===== src/hdl/sac_regs.svh =====
// register offsets, field positions, reset values and timing counts
// assumes inclusion by bare name from design files
`ifndef SAC_REGS_SVH
`define SAC_REGS_SVH

// byte addresses on apb (index times four)
`define SAC_IDX_CONTROL 8'h95
`define SAC_IDX_RES_LOW 8'h96
`define SAC_IDX_TRIG_CFG 8'h96
`define SAC_IDX_RES_HIGH 8'h97
`define SAC_ADDR_CONTROL 12'h254
`define SAC_ADDR_SHARED 12'h258
`define SAC_ADDR_RES_HIGH 12'h25C
`define SAC_ADDR_IRQ_STATUS 12'h300
`define SAC_ADDR_IRQ_MASK 12'h304
`define SAC_ADDR_ZERO_OFFSET 12'h308
`define SAC_OPTION_ADDR_ZERO_OFFSET 16'h4007

// adc_control fields
`define SAC_CTL_POWER_DOWN 7
`define SAC_CTL_START 6
`define SAC_CTL_REFERENCE_SELECT 5
`define SAC_CTL_DONE 4
`define SAC_CTL_RESET 8'h8F

// adc_trigger_clock_config fields
`define SAC_CFG_EXT_TRIG 7
`define SAC_CFG_ALIGN 2
`define SAC_CFG_RESET 8'h01
`define SAC_CFG_WMASK 8'hF7

// conversion length in converter clocks
`define SAC_CONV_CYCLES 60
`define SAC_CONV_CNT_W 6

`endif


===== src/hdl/sac_pkg.sv =====
// types shared by the converter control block
// assumes no other packages
package sac_pkg;
	typedef enum logic [2:0] {
		SAC_TRIG_EXT0 = 3'h0,
		SAC_TRIG_EXT1 = 3'h1,
		SAC_TRIG_TMR0 = 3'h4,
		SAC_TRIG_TMR1 = 3'h5,
		SAC_TRIG_TMR2 = 3'h6
	} sac_trig_e;
	typedef enum logic [1:0] {
		SAC_DIV2 = 2'h0,
		SAC_DIV4 = 2'h1,
		SAC_DIV8 = 2'h2,
		SAC_DIV32 = 2'h3
	} sac_div_e;
	typedef enum {
		SAC_IDLE,
		SAC_BUSY
	} sac_state_e;
endpackage


===== src/hdl/sac_clkdiv.sv =====
// converter clock divider: one-cycle tick per converter clock period
// assumes same clock domain as the control block
`timescale 1ns/10ps
`default_nettype none
module sac_clkdiv #(
	parameter int CNT_W = 5
) (
	input wire logic clk_in,
	input wire logic arst_n_in,
	input wire logic run_in,
	input wire logic [1:0] div_sel_in,
	output logic tick_out
);
	logic [CNT_W-1:0] cnt_q;
	logic [CNT_W-1:0] limit;

	always_comb begin
		case (div_sel_in)
		2'h0: limit = CNT_W'(1);
		2'h1: limit = CNT_W'(3);
		2'h2: limit = CNT_W'(7);
		default: limit = CNT_W'(31);
		endcase
	end

	// divide by 2, 4, 8 or 32
	always_ff @(posedge clk_in or negedge arst_n_in) begin
		if (!arst_n_in) begin
			cnt_q <= '0;
		end else if (!run_in || cnt_q >= limit) begin
			cnt_q <= '0;
		end else begin
			cnt_q <= cnt_q + CNT_W'(1);
		end
	end

	assign tick_out = run_in && (cnt_q >= limit);
endmodule
`default_nettype wire


===== src/hdl/sac_top.sv =====
// converter control unit: apb registers, sequencing, result alignment
// assumes apb master on CORE_CLK_IN; trigger events from other clocks
//
// The APB register port is this design's own decision.
`timescale 1ns/10ps
`default_nettype none
`include "sac_regs.svh"
module sac_top #(
	parameter logic [7:0] ZERO_OFFSET = 8'h00,
	parameter int ADDR_W = 12
) (
	input wire logic CORE_CLK_IN,
	input wire logic ARST_N_IN,
	input wire logic PSEL_IN,
	input wire logic PENABLE_IN,
	input wire logic PWRITE_IN,
	input wire logic [ADDR_W-1:0] PADDR_IN,
	input wire logic [31:0] PWDATA_IN,
	input wire logic [3:0] PSTRB_IN,
	output logic [31:0] PRDATA_OUT,
	output logic PREADY_OUT,
	output logic PSLVERR_OUT,
	input wire logic [4:0] TRIG_EVENTS_IN,
	input wire logic CORE_DONE_IN,
	input wire logic [11:0] CORE_RESULT_IN,
	output logic CORE_POWER_DOWN_OUT,
	output logic CORE_SAMPLE_OUT,
	output logic CORE_CLK_TICK_OUT,
	output logic [3:0] CORE_CHANNEL_OUT,
	output logic CORE_REF_EXT_OUT,
	output logic CORE_INTERNAL_CH_OUT,
	output logic CONV_DONE_PULSE_OUT,
	output logic IRQ_OUT
);
	logic [7:0] ctl_q;
	logic [7:0] cfg_q;
	logic [7:0] res_hi_q;
	logic [7:0] res_lo_q;
	logic [1:0] irq_stat_q;
	logic [1:0] irq_mask_q;
	logic [4:0] ev_s1_q;
	logic [4:0] ev_s2_q;
	logic [`SAC_CONV_CNT_W-1:0] cnt_q;
	sac_pkg::sac_state_e state_q;
	logic [31:0] rdata_q;
	logic err_q;
	logic acc;
	logic wr;
	logic rd;
	logic tick;
	logic trig;
	logic sw_start;
	logic sw_stop;
	logic finish;
	logic powered;
	logic busy;

	function automatic logic hit(input logic [ADDR_W-1:0] a,
		input logic [11:0] target);
		hit = (a == ADDR_W'(target));
	endfunction

	assign acc = PSEL_IN && PENABLE_IN;
	assign wr = acc && PWRITE_IN && PSTRB_IN[0];
	assign rd = acc && !PWRITE_IN;
	assign powered = !ctl_q[`SAC_CTL_POWER_DOWN];
	assign busy = (state_q == sac_pkg::SAC_BUSY);

	// two-flop synchroniser for trigger events
	always_ff @(posedge CORE_CLK_IN or negedge ARST_N_IN) begin
		if (!ARST_N_IN) begin
			ev_s1_q <= '0;
			ev_s2_q <= '0;
		end else begin
			ev_s1_q <= TRIG_EVENTS_IN;
			ev_s2_q <= ev_s1_q;
		end
	end

	sac_clkdiv #(
		.CNT_W(5)
	) u_div (
		.clk_in(CORE_CLK_IN),
		.arst_n_in(ARST_N_IN),
		.run_in(busy),
		.div_sel_in(cfg_q[1:0]),
		.tick_out(tick)
	);

	sac_trigsel u_trig (
		.clk_in(CORE_CLK_IN),
		.arst_n_in(ARST_N_IN),
		.enable_in(cfg_q[`SAC_CFG_EXT_TRIG] && powered),
		.src_sel_in(cfg_q[6:4]),
		.events_in(ev_s2_q),
		.trig_out(trig)
	);

	// start on one write with power-down clear; stop on zero write, power-down write or ext-trigger clear
	assign sw_start = wr && hit(PADDR_IN, `SAC_ADDR_CONTROL)
		&& PWDATA_IN[`SAC_CTL_START] && !PWDATA_IN[`SAC_CTL_POWER_DOWN];
	assign sw_stop = wr && ((hit(PADDR_IN, `SAC_ADDR_CONTROL)
		&& (!PWDATA_IN[`SAC_CTL_START]
		|| PWDATA_IN[`SAC_CTL_POWER_DOWN]))
		|| (hit(PADDR_IN, `SAC_ADDR_SHARED)
		&& !PWDATA_IN[`SAC_CFG_EXT_TRIG]
		&& cfg_q[`SAC_CFG_EXT_TRIG]));
	assign finish = busy && tick
		&& (cnt_q == `SAC_CONV_CNT_W'(`SAC_CONV_CYCLES - 1));

	// conversion sequencer
	always_ff @(posedge CORE_CLK_IN or negedge ARST_N_IN) begin
		if (!ARST_N_IN) begin
			state_q <= sac_pkg::SAC_IDLE;
			cnt_q <= '0;
		end else begin
			case (state_q)
			sac_pkg::SAC_IDLE: begin
				cnt_q <= '0;
				if ((sw_start || (trig && powered)) && !sw_stop) begin
					state_q <= sac_pkg::SAC_BUSY;
				end
			end
			sac_pkg::SAC_BUSY: begin
				if (sw_stop || !powered || finish) begin
					state_q <= sac_pkg::SAC_IDLE;
					cnt_q <= '0;
				end else if (tick) begin
					cnt_q <= cnt_q + `SAC_CONV_CNT_W'(1);
				end
			end
			default: begin
				state_q <= sac_pkg::SAC_IDLE;
			end
			endcase
		end
	end

	// control register; done flag is hardware owned
	always_ff @(posedge CORE_CLK_IN or negedge ARST_N_IN) begin
		if (!ARST_N_IN) begin
			ctl_q <= `SAC_CTL_RESET;
		end else begin
			if (wr && hit(PADDR_IN, `SAC_ADDR_CONTROL)) begin
				ctl_q[7:5] <= PWDATA_IN[7:5];
				ctl_q[3:0] <= PWDATA_IN[3:0];
			end
			if (state_q == sac_pkg::SAC_IDLE
				&& (sw_start || (trig && powered)) && !sw_stop) begin
				ctl_q[`SAC_CTL_DONE] <= 1'b0;
			end else if (finish) begin
				ctl_q[`SAC_CTL_DONE] <= 1'b1;
				ctl_q[`SAC_CTL_START] <= 1'b0;
			end
		end
	end

	// config register: writes always reach it
	always_ff @(posedge CORE_CLK_IN or negedge ARST_N_IN) begin
		if (!ARST_N_IN) begin
			cfg_q <= `SAC_CFG_RESET;
		end else if (wr && hit(PADDR_IN, `SAC_ADDR_SHARED)) begin
			cfg_q <= PWDATA_IN[7:0] & `SAC_CFG_WMASK;
		end
	end

	// result load and alignment; held otherwise
	always_ff @(posedge CORE_CLK_IN or negedge ARST_N_IN) begin
		if (!ARST_N_IN) begin
			res_hi_q <= 8'h00;
			res_lo_q <= 8'h00;
		end else if (finish) begin
			if (cfg_q[`SAC_CFG_ALIGN]) begin
				res_hi_q <= {4'h0, CORE_RESULT_IN[11:8]};
				res_lo_q <= CORE_RESULT_IN[7:0];
			end else begin
				res_hi_q <= CORE_RESULT_IN[11:4];
				res_lo_q <= {CORE_RESULT_IN[3:0], 4'h0};
			end
		end
	end

	// sticky status, write-one clear, set wins
	always_ff @(posedge CORE_CLK_IN or negedge ARST_N_IN) begin
		if (!ARST_N_IN) begin
			irq_stat_q <= 2'h0;
			irq_mask_q <= 2'h0;
		end else begin
			if (wr && hit(PADDR_IN, `SAC_ADDR_IRQ_MASK)) begin
				irq_mask_q <= PWDATA_IN[1:0];
			end
			irq_stat_q <= (irq_stat_q & ~((wr
				&& hit(PADDR_IN, `SAC_ADDR_IRQ_STATUS))
				? PWDATA_IN[1:0] : 2'h0))
				| {trig && powered, finish};
		end
	end

	assign IRQ_OUT = |(irq_stat_q & irq_mask_q);

	// read mux; shared address depends on power-down
	always_ff @(posedge CORE_CLK_IN or negedge ARST_N_IN) begin
		if (!ARST_N_IN) begin
			rdata_q <= 32'h0;
			err_q <= 1'b0;
		end else if (PSEL_IN && !PENABLE_IN) begin
			err_q <= 1'b0;
			if (hit(PADDR_IN, `SAC_ADDR_CONTROL)) begin
				rdata_q <= {24'h0, ctl_q};
			end else if (hit(PADDR_IN, `SAC_ADDR_SHARED)) begin
				rdata_q <= {24'h0, powered ? res_lo_q : cfg_q};
			end else if (hit(PADDR_IN, `SAC_ADDR_RES_HIGH)) begin
				rdata_q <= {24'h0, res_hi_q};
			end else if (hit(PADDR_IN, `SAC_ADDR_IRQ_STATUS)) begin
				rdata_q <= {30'h0, irq_stat_q};
			end else if (hit(PADDR_IN, `SAC_ADDR_IRQ_MASK)) begin
				rdata_q <= {30'h0, irq_mask_q};
			end else if (hit(PADDR_IN, `SAC_ADDR_ZERO_OFFSET)) begin
				rdata_q <= {24'h0, ZERO_OFFSET};
			end else begin
				rdata_q <= 32'h0;
				err_q <= 1'b1;
			end
		end
	end

	assign PRDATA_OUT = rd ? rdata_q : 32'h0;
	assign PREADY_OUT = 1'b1;
	assign PSLVERR_OUT = acc && err_q;

	// analog core steering
	assign CORE_POWER_DOWN_OUT = ctl_q[`SAC_CTL_POWER_DOWN];
	assign CORE_SAMPLE_OUT = busy;
	assign CORE_CLK_TICK_OUT = tick;
	assign CORE_CHANNEL_OUT = ctl_q[3:0];
	assign CORE_INTERNAL_CH_OUT = &ctl_q[3:0];
	assign CORE_REF_EXT_OUT = ctl_q[`SAC_CTL_REFERENCE_SELECT];
	assign CONV_DONE_PULSE_OUT = finish;
endmodule
`default_nettype wire


===== src/hdl/sac_trigsel.sv =====
// trigger source selector with rising-edge detection
// assumes interrupt event inputs already synchronised to clk_in
`timescale 1ns/10ps
`default_nettype none
module sac_trigsel (
	input wire logic clk_in,
	input wire logic arst_n_in,
	input wire logic enable_in,
	input wire logic [2:0] src_sel_in,
	input wire logic [4:0] events_in,
	output logic trig_out
);
	logic sel;
	logic sel_q;

	// source decode, unused codes select nothing
	always_comb begin
		case (src_sel_in)
		sac_pkg::SAC_TRIG_EXT0: sel = events_in[0];
		sac_pkg::SAC_TRIG_EXT1: sel = events_in[1];
		sac_pkg::SAC_TRIG_TMR0: sel = events_in[2];
		sac_pkg::SAC_TRIG_TMR1: sel = events_in[3];
		sac_pkg::SAC_TRIG_TMR2: sel = events_in[4];
		default: sel = 1'b0;
		endcase
	end

	always_ff @(posedge clk_in or negedge arst_n_in) begin
		if (!arst_n_in) begin
			sel_q <= 1'b0;
		end else begin
			sel_q <= sel;
		end
	end

	// raw event edge, independent of interrupt enables
	assign trig_out = enable_in && sel && !sel_q;
endmodule
`default_nettype wire

===== config.mk =====
export PLATFORM = sky130hd
export DESIGN_NAME = sac_top
export DESIGN_NICKNAME = d
export VERILOG_FILES = /design/src/hdl/sac_pkg.sv /design/src/hdl/sac_clkdiv.sv /design/src/hdl/sac_top.sv /design/src/hdl/sac_trigsel.sv
export VERILOG_INCLUDE_DIRS = /design/src /design/src/hdl
export SDC_FILE = /design/constraint.sdc
export NUM_CORES = 1
export LEC_CHECK = 0
export BUFFER_PORTS_ARGS = -buffer_cell sky130_fd_sc_hd__buf_2
export CAP_MARGIN = 20
export CORE_MARGIN = 1
export CORE_UTILIZATION = 31
export DETAILED_ROUTE_END_ITERATION = 8
export GPL_TIMING_DRIVEN = 0
export MAX_ROUTING_LAYER = met4
export PLACE_DENSITY = 0.52
export SYNTH_ARGS = -nofsm -noshare
export SYNTH_HDL_FRONTEND = slang
export SYNTH_HIERARCHICAL = 1
export SYNTH_SLANG_ARGS = --single-unit

===== constraint.sdc =====
create_clock -name CORE_CLK_IN -period 2.5 [get_ports CORE_CLK_IN]
set_input_delay 0.125 -clock CORE_CLK_IN [delete_from_list [all_inputs] [get_ports CORE_CLK_IN]]
set_output_delay 0.125 -clock CORE_CLK_IN [all_outputs]
set_load 0.005 [all_outputs]

==> reports/results.ini, run 1 <==
[routing]
drtPass1Iterations = 6
viasPerCell = 4.677
ant_nets = 0
vias = 2853
drc = 0
wl_um = 8557
routedWlPerCell_um = 14.03
drt_iter0_drc = 105

[logic_synthesis]
synthSimpleGateAreaFrac_pct = 19.13
synth_area_per_cell_um2 = 10.04
synthMuxAreaShare_pct = 9.529
synthFlopType = dfrtp_1
async_flop_share_pct = 100.0
synth_cell_types = 49
seq_area_frac_synth_pct = 46.98
yosys_warnings = 6
synthAdderAreaFrac_pct = 2.094
synth_xor_xnor_area_share_pct = 1.955
syn_inst = 357
synth_edf_count = 0
synth_top_family_by_area = simple AND/OR/NAND/NOR gates
ys_ff_latch = 67
yosysTopAreaCellShare_pct = 42.58
synth-compound-area-share_pct = 11.31
yosysTopAreaCell = dfrtp_1
ys_top_cells_by_area = dfrtp_1 (43%), buf_4 (6.1%), mux2_2 (5.3%)
syn_area_mm2 = 0.003585

[global_routing]
antenna_found_initial = 0
grt_max_degree = 68
grt_pass1_vias = 2663
grt_first_pass_wirelength_um = 13720
grt_use_total_pct = 15.81
overflow = 0

[setup_path]
path_class = reg -> out
r2r_slack_ns = 0.19
endpoint_kind = output pin
cpPeakStageDelay_ns = 0.57
critPathArrivalTime_ns = 2.28
r2r_start = cfg_q[0]
path_cells = nand2_4 -> ha_4 -> o211ai_2 -> o21ai_1 -> and2_4 -> nand2_4 -> nor4_4 -> nand2_2 -> buf_8 -> clkinv_8 -> buf_6
startpoint_type = flip-flop
critPathMostFrequentCell = nand2_4
rr_endpoint = res_hi_q[7]
cp.required_ns = 2.38
rr_worst_depth = 12
path_max_fanout = 3
crit_path_top_delay_cell = dfstp_2

[power_and_ir_drop]
ir_drop_mv = 0.3253
p_switching_w = 0.0005797
p_seq_share_pct = 41.8
pwr-share-comb_pct = 6.5
leakagePower_nw = 2.260
power.internal_w = 0.002053
power_frac_clock_pct = 51.8
netSwitchingFraction_pct = 22.02
powerDensity_mw_per_mm2 = 561.3

[timing]
period_needed_ns = 2.408
setup-violations-final = 0
slew_violations = 0
worstMarginPinSlew_ns = 0.8490
max-slew-margin-rel_pct = 43.40
setup_tns_ns = 0
whs_ns = 0.03182
fmax_ghz = 0.4153
hold_viol = 0
layout_worst_path_cycle_share_pct = 96.32
rsz0062_at_grt = yes
clock_skew_ns = 0.004242

[die]
rows = 38
chipWidth_um = 109.5
die-height_um = 109.5
core-area_mm2 = 0.01103
num_io_pins = 116
initial_core_util_pct = 32.50
dieArea_mm2 = 0.01200

[cts]
clkLatencyLatePin_ns = 0.33
ctsLongestPathBuffers = 2
path_clk_slew_ns = 0.06
htreeDepth = 3
cts_tree = yes
cts_root_buffer = clkbuf_16
cts_inserted_buffers = 9
cts.sinks = 67

[final_layout]
drive_above_1_share_pct = 33.83
mostFrequentLayoutCells = dfrtp_1 (61), buf_2 (60), nand2_1 (41), buf_4 (38), o21ai_0 (30)
n_antenna_cell = 0
utilization_pct = 42.53
nNetsFinal = 542
final_common_cell = dfrtp_1
area_delta_synth_final_pct = 30.86

[placed_design]
gp_congestion = 0.8507
port_buffers = 61
hpwlAfterDp_um = 6316

[min_path]
worstHoldStart = PWDATA_IN[4]
min_to = cfg_q[4]
holdPathStages = 2
min_path_type = in -> reg

[run_status]
status = completed

[job]
cap_violations = 0

[per-layer routing]
metal | wire length [um] | GRT usage (%) | part of all wire (%)
met1 | 4133 | 22.07 | 48
met2 | 3851 | 22.51 | 45
met3 | 518 | 3.912 | 6.1
met4 | 54 | 4.762 | 0.63
met5 | 0 | - | 0
[kinds of logic after synthesis]
family / after synthesis
DFF: 67
AOI/OAI and AO/OA: 61
other: 2
adders and majority gates: 6
and+or+nand+nor: 130
xor gates and xnor gates: 8
buffers and inverters: 51
muxes: 32
[synthesized netlist by cell type (2+ instances only)]
library cell / n
a21oi_1: 4
a22o_1: 3
a22oi_1: 9
and2_1: 11
and3_1: 2
and3b_1: 2
buf_4: 29
buf_6: 2
clkbuf_1: 9
conb_1: 2
dfrtp_1: 61
dfstp_2: 6
ha_1: 6
inv_1: 10
mux2_2: 17
mux2i_1: 15
nand2_1: 44
nand2b_1: 8
nand3_1: 12
nand4_1: 6
nor2_1: 23
nor2b_1: 5
nor3b_1: 4
nor4_1: 2
o211ai_2: 3
o21ai_0: 31
o221ai_1: 3
xnor2_1: 3
xor2_1: 5
[sequential cells by signal, summed over array words and instances (netlist names)]
signal / cells
irq_mask_q: 2
state_q: 1
rdata_q: 8
cfg_q: 7
u_trig/sel_q: 1
ctl_q: 8
ev_s1_q: 5
res_hi_q: 8
res_lo_q: 8
cnt_q: 6
err_q: 1
ev_s2_q: 5
irq_stat_q: 2
u_div/cnt_q: 5
[per-stage QoR]
stage	area (um2)	setup slack (ns)	power, W	instances
after floorplan	3671	0.08660	0.001202	380
after global placement	4151	-0.5134	0.001281	581
after detailed placement	4154	-0.4781	0.001283	581
after CTS	4666	-0.03310	0.002668	609
after global routing	4691	-0.06008	0.002745	610
final	4691	0.09203	0.002633	610
[power by group through the flow]
stage	Clock (W)	Sequential (W)	Combinational (W)
after floorplan	0	0.00112	0.0000838
after global placement	0	0.00112	0.000162
after detailed placement	0	0.00112	0.000164
after CTS	0.00140	0.00110	0.000172
after global routing	0.00145	0.00110	0.000197
final	0.00136	0.00110	0.000171
[worst max-delay path by stage]
stage	cells after the start	from	to	slack, ns
6_report	11	cfg_q[0]	CONV_DONE_PULSE_OUT	0.09
5_1_grt	11	cfg_q[0]	CONV_DONE_PULSE_OUT	-0.06
4_1_cts	11	cfg_q[0]	CONV_DONE_PULSE_OUT	-0.03
3_5_place_dp	12	cfg_q[0]	res_lo_q[0]	-0.48
3_3_place_gp	12	cfg_q[0]	res_lo_q[0]	-0.51
2_1_floorplan	12	cfg_q[0]	res_lo_q[0]	0.09
[final cells by class]
class | count | area [um2]
timing repair buffer | 74 | 426.7
sequential | 67 | 1684
inverter | 10 | 50.05
clock inverter | 7 | 98.84
fill | 1096 | 6340
tap | 140 | 175.2
multi-input combinational | 262 | 1737
clock buffer | 9 | 225.2
buffer | 41 | 294.0
[worst max-delay path: cells and delay by family, from the launching register on]
family	cells	cell delay [ns]
DFF	1	0.57
buffers and inverters	3	0.27
AOI/OAI and AO/OA	2	0.25
and+or+nand+nor	5	0.58
adders and majority gates	1	0.28
[repair_timing]
| item | 4_1_cts | 5_1_grt |
|---|---|---|
| hold buffers | 6 | 0 |
| gates resized for setup | 20 | 10 |
| setup buffers | 6 | 1 |
| endpoints found under the hold margin | 66 | 0 |
| pin swaps | 7 | 6 |
| endpoints found under the setup margin | 21 | 21 |
No activity file was read; power rests on OpenSTA's default activity.
==> run 2: changes to the inputs <==
CORE_ASPECT_RATIO = 1.2   (was unset)
CORE_UTILIZATION = 46   (was 31)
PLACE_DENSITY = 0.73   (was 0.52)
==> reports/results.ini, run 2 (synthesis results as in run 1) <==
[die]
die-height_um = 98.70
core-area_mm2 = 0.007402
dieArea_mm2 = 0.008151
rows = 34
initial_core_util_pct = 48.43
chipWidth_um = 82.59
num_io_pins = 116

[global_routing]
grt_first_pass_wirelength_um = 12850
antenna_found_initial = 0
overflow = 0
grt_max_degree = 68
grt_pass1_vias = 2796
grt_use_total_pct = 21.57

[timing]
whs_ns = 0.02868
setup_tns_ns = 0
period_needed_ns = 2.439
fmax_ghz = 0.4101
worstMarginPinSlew_ns = 0.8280
slew_violations = 0
rsz0062_at_grt = yes
setup-violations-final = 0
hold_viol = 0
layout_worst_path_cycle_share_pct = 97.55
clock_skew_ns = 0.008034
max-slew-margin-rel_pct = 44.29

[routing]
routedWlPerCell_um = 14.22
wl_um = 7976
drtPass1Iterations = 4
viasPerCell = 5.152
drc = 0
ant_nets = 0
drt_iter0_drc = 181
vias = 2890

[placed_design]
gp_congestion = 0.9051
port_buffers = 61
dpl_cell_area_mm2 = 0.004091
placed_cells = 531
hpwlAfterDp_um = 5668

[setup_path]
critPathCapture = CONV_DONE_PULSE_OUT
worstSetupStartpoint = cfg_q[0]
endpoint_kind = output pin
rr_worst_depth = 13
startpoint_type = flip-flop
cp.required_ns = 2.38
critPathArrivalTime_ns = 2.31
rr_endpoint = res_lo_q[0]
path_class = reg -> out
path_max_fanout = 3
r2r_slack_ns = 0.15
r2r_start = cfg_q[0]

[final_layout]
layout.cells.non_filler = 561
drive_above_1_share_pct = 33.76
area_delta_synth_final_pct = 26.39
fin_area_mm2 = 0.004531
nNetsFinal = 543
n_antenna_cell = 0
mostFrequentLayoutCells = buf_2 (61), dfrtp_1 (61), nand2_1 (41), buf_4 (38), o21ai_0 (29)

[run_status]
status = completed

[cts]
cts_tree = yes
path_clk_slew_ns = 0.07
clkLatencyLatePin_ns = 0.33
ctsLongestPathBuffers = 2
cts_root_buffer = clkbuf_8
cts_inserted_buffers = 9
htreeDepth = 3
cts.sinks = 67

[power_and_ir_drop]
powerDensity_mw_per_mm2 = 488.0
ir_drop_mv = 0.4421
leakagePower_nw = 2.204
total_power_w = 0.002211

[min_path]
worstHoldStart = PWDATA_IN[4]
min_path_type = in -> reg

[job]
cap_violations = 0

==> run 2: through the flow <==
step,util (%),worst slack [ns]
2_1_floorplan,-,0.08660
3_3_place_gp,55.24,-0.4082
3_5_place_dp,55.27,-0.4806
4_1_cts,60.90,-0.04849
5_1_grt,61.21,-0.05338
6_report,61.21,0.06136
==> run 2: layout make-up <==
class	count	area (um2)
plain buffers	41	291.5
clock buffers	13	168.9
clock inverters	3	45.04
fillers	641	2872
inverters	10	50.05
multi-input cells	262	1744
flip-flops and latches	67	1684
well taps	90	112.6
repair buffers	75	434.2
==> run 2: power by group <==
part / total, W / internal (W) / leakage, nW / switching, W
Combinational: 0.000168 / 0.0000778 / 1.30 / 0.0000901
Clock: 0.000945 / 0.000543 / 0.102 / 0.000402
Sequential: 0.00110 / 0.00110 / 0.798 / 0.00000290
==> run 2: worst min path at each step <==
| stage | end | slack [ns] | depth (start not counted) |
|---|---|---|---|
| floorplan | cfg_q[1] | -0.17 | 0 |
| global placement | ev_s1_q[4] | 0.23 | 1 |
| detailed placement | ev_s1_q[3] | 0.23 | 1 |
| CTS | cfg_q[4] | 0.02 | 2 |
| global route | ctl_q[3] | 0.02 | 2 |
| finish | cfg_q[4] | 0.03 | 2 |
==> run 2: timing repair <==
action,4_1_cts,5_1_grt
pin swaps,10,3
setup endpoints to repair,25,19
setup buffers,8,0
gates resized for setup,20,10
hold endpoints to repair,66,0
hold buffers,6,0
==> run 2: routing by layer <==
| metal | routed length [um] | GRT usage [%] | part of all wire [%] | vias to the layer above |
|---|---|---|---|---|
| li1 | - | - | - | 1408 |
| met1 | 3450 | 26.51 | 43 | 1376 |
| met2 | 4002 | 34.33 | 50 | 98 |
| met3 | 422 | 4.537 | 5.3 | 8 |
| met4 | 101 | 8.488 | 1.3 | 0 |
| met5 | 0 | - | 0 | - |
==> run 2: critical path, cell delays in order (launching register included) <==
cell	delay, ns
dfstp_2	0.57
nand2_4	0.08
ha_4	0.29
o211ai_4	0.08
o21ai_2	0.15
and2_4	0.17
nand2_4	0.06
nor4_4	0.20
nand2_2	0.12
buf_8	0.15
clkinv_8	0.04
buf_6	0.08
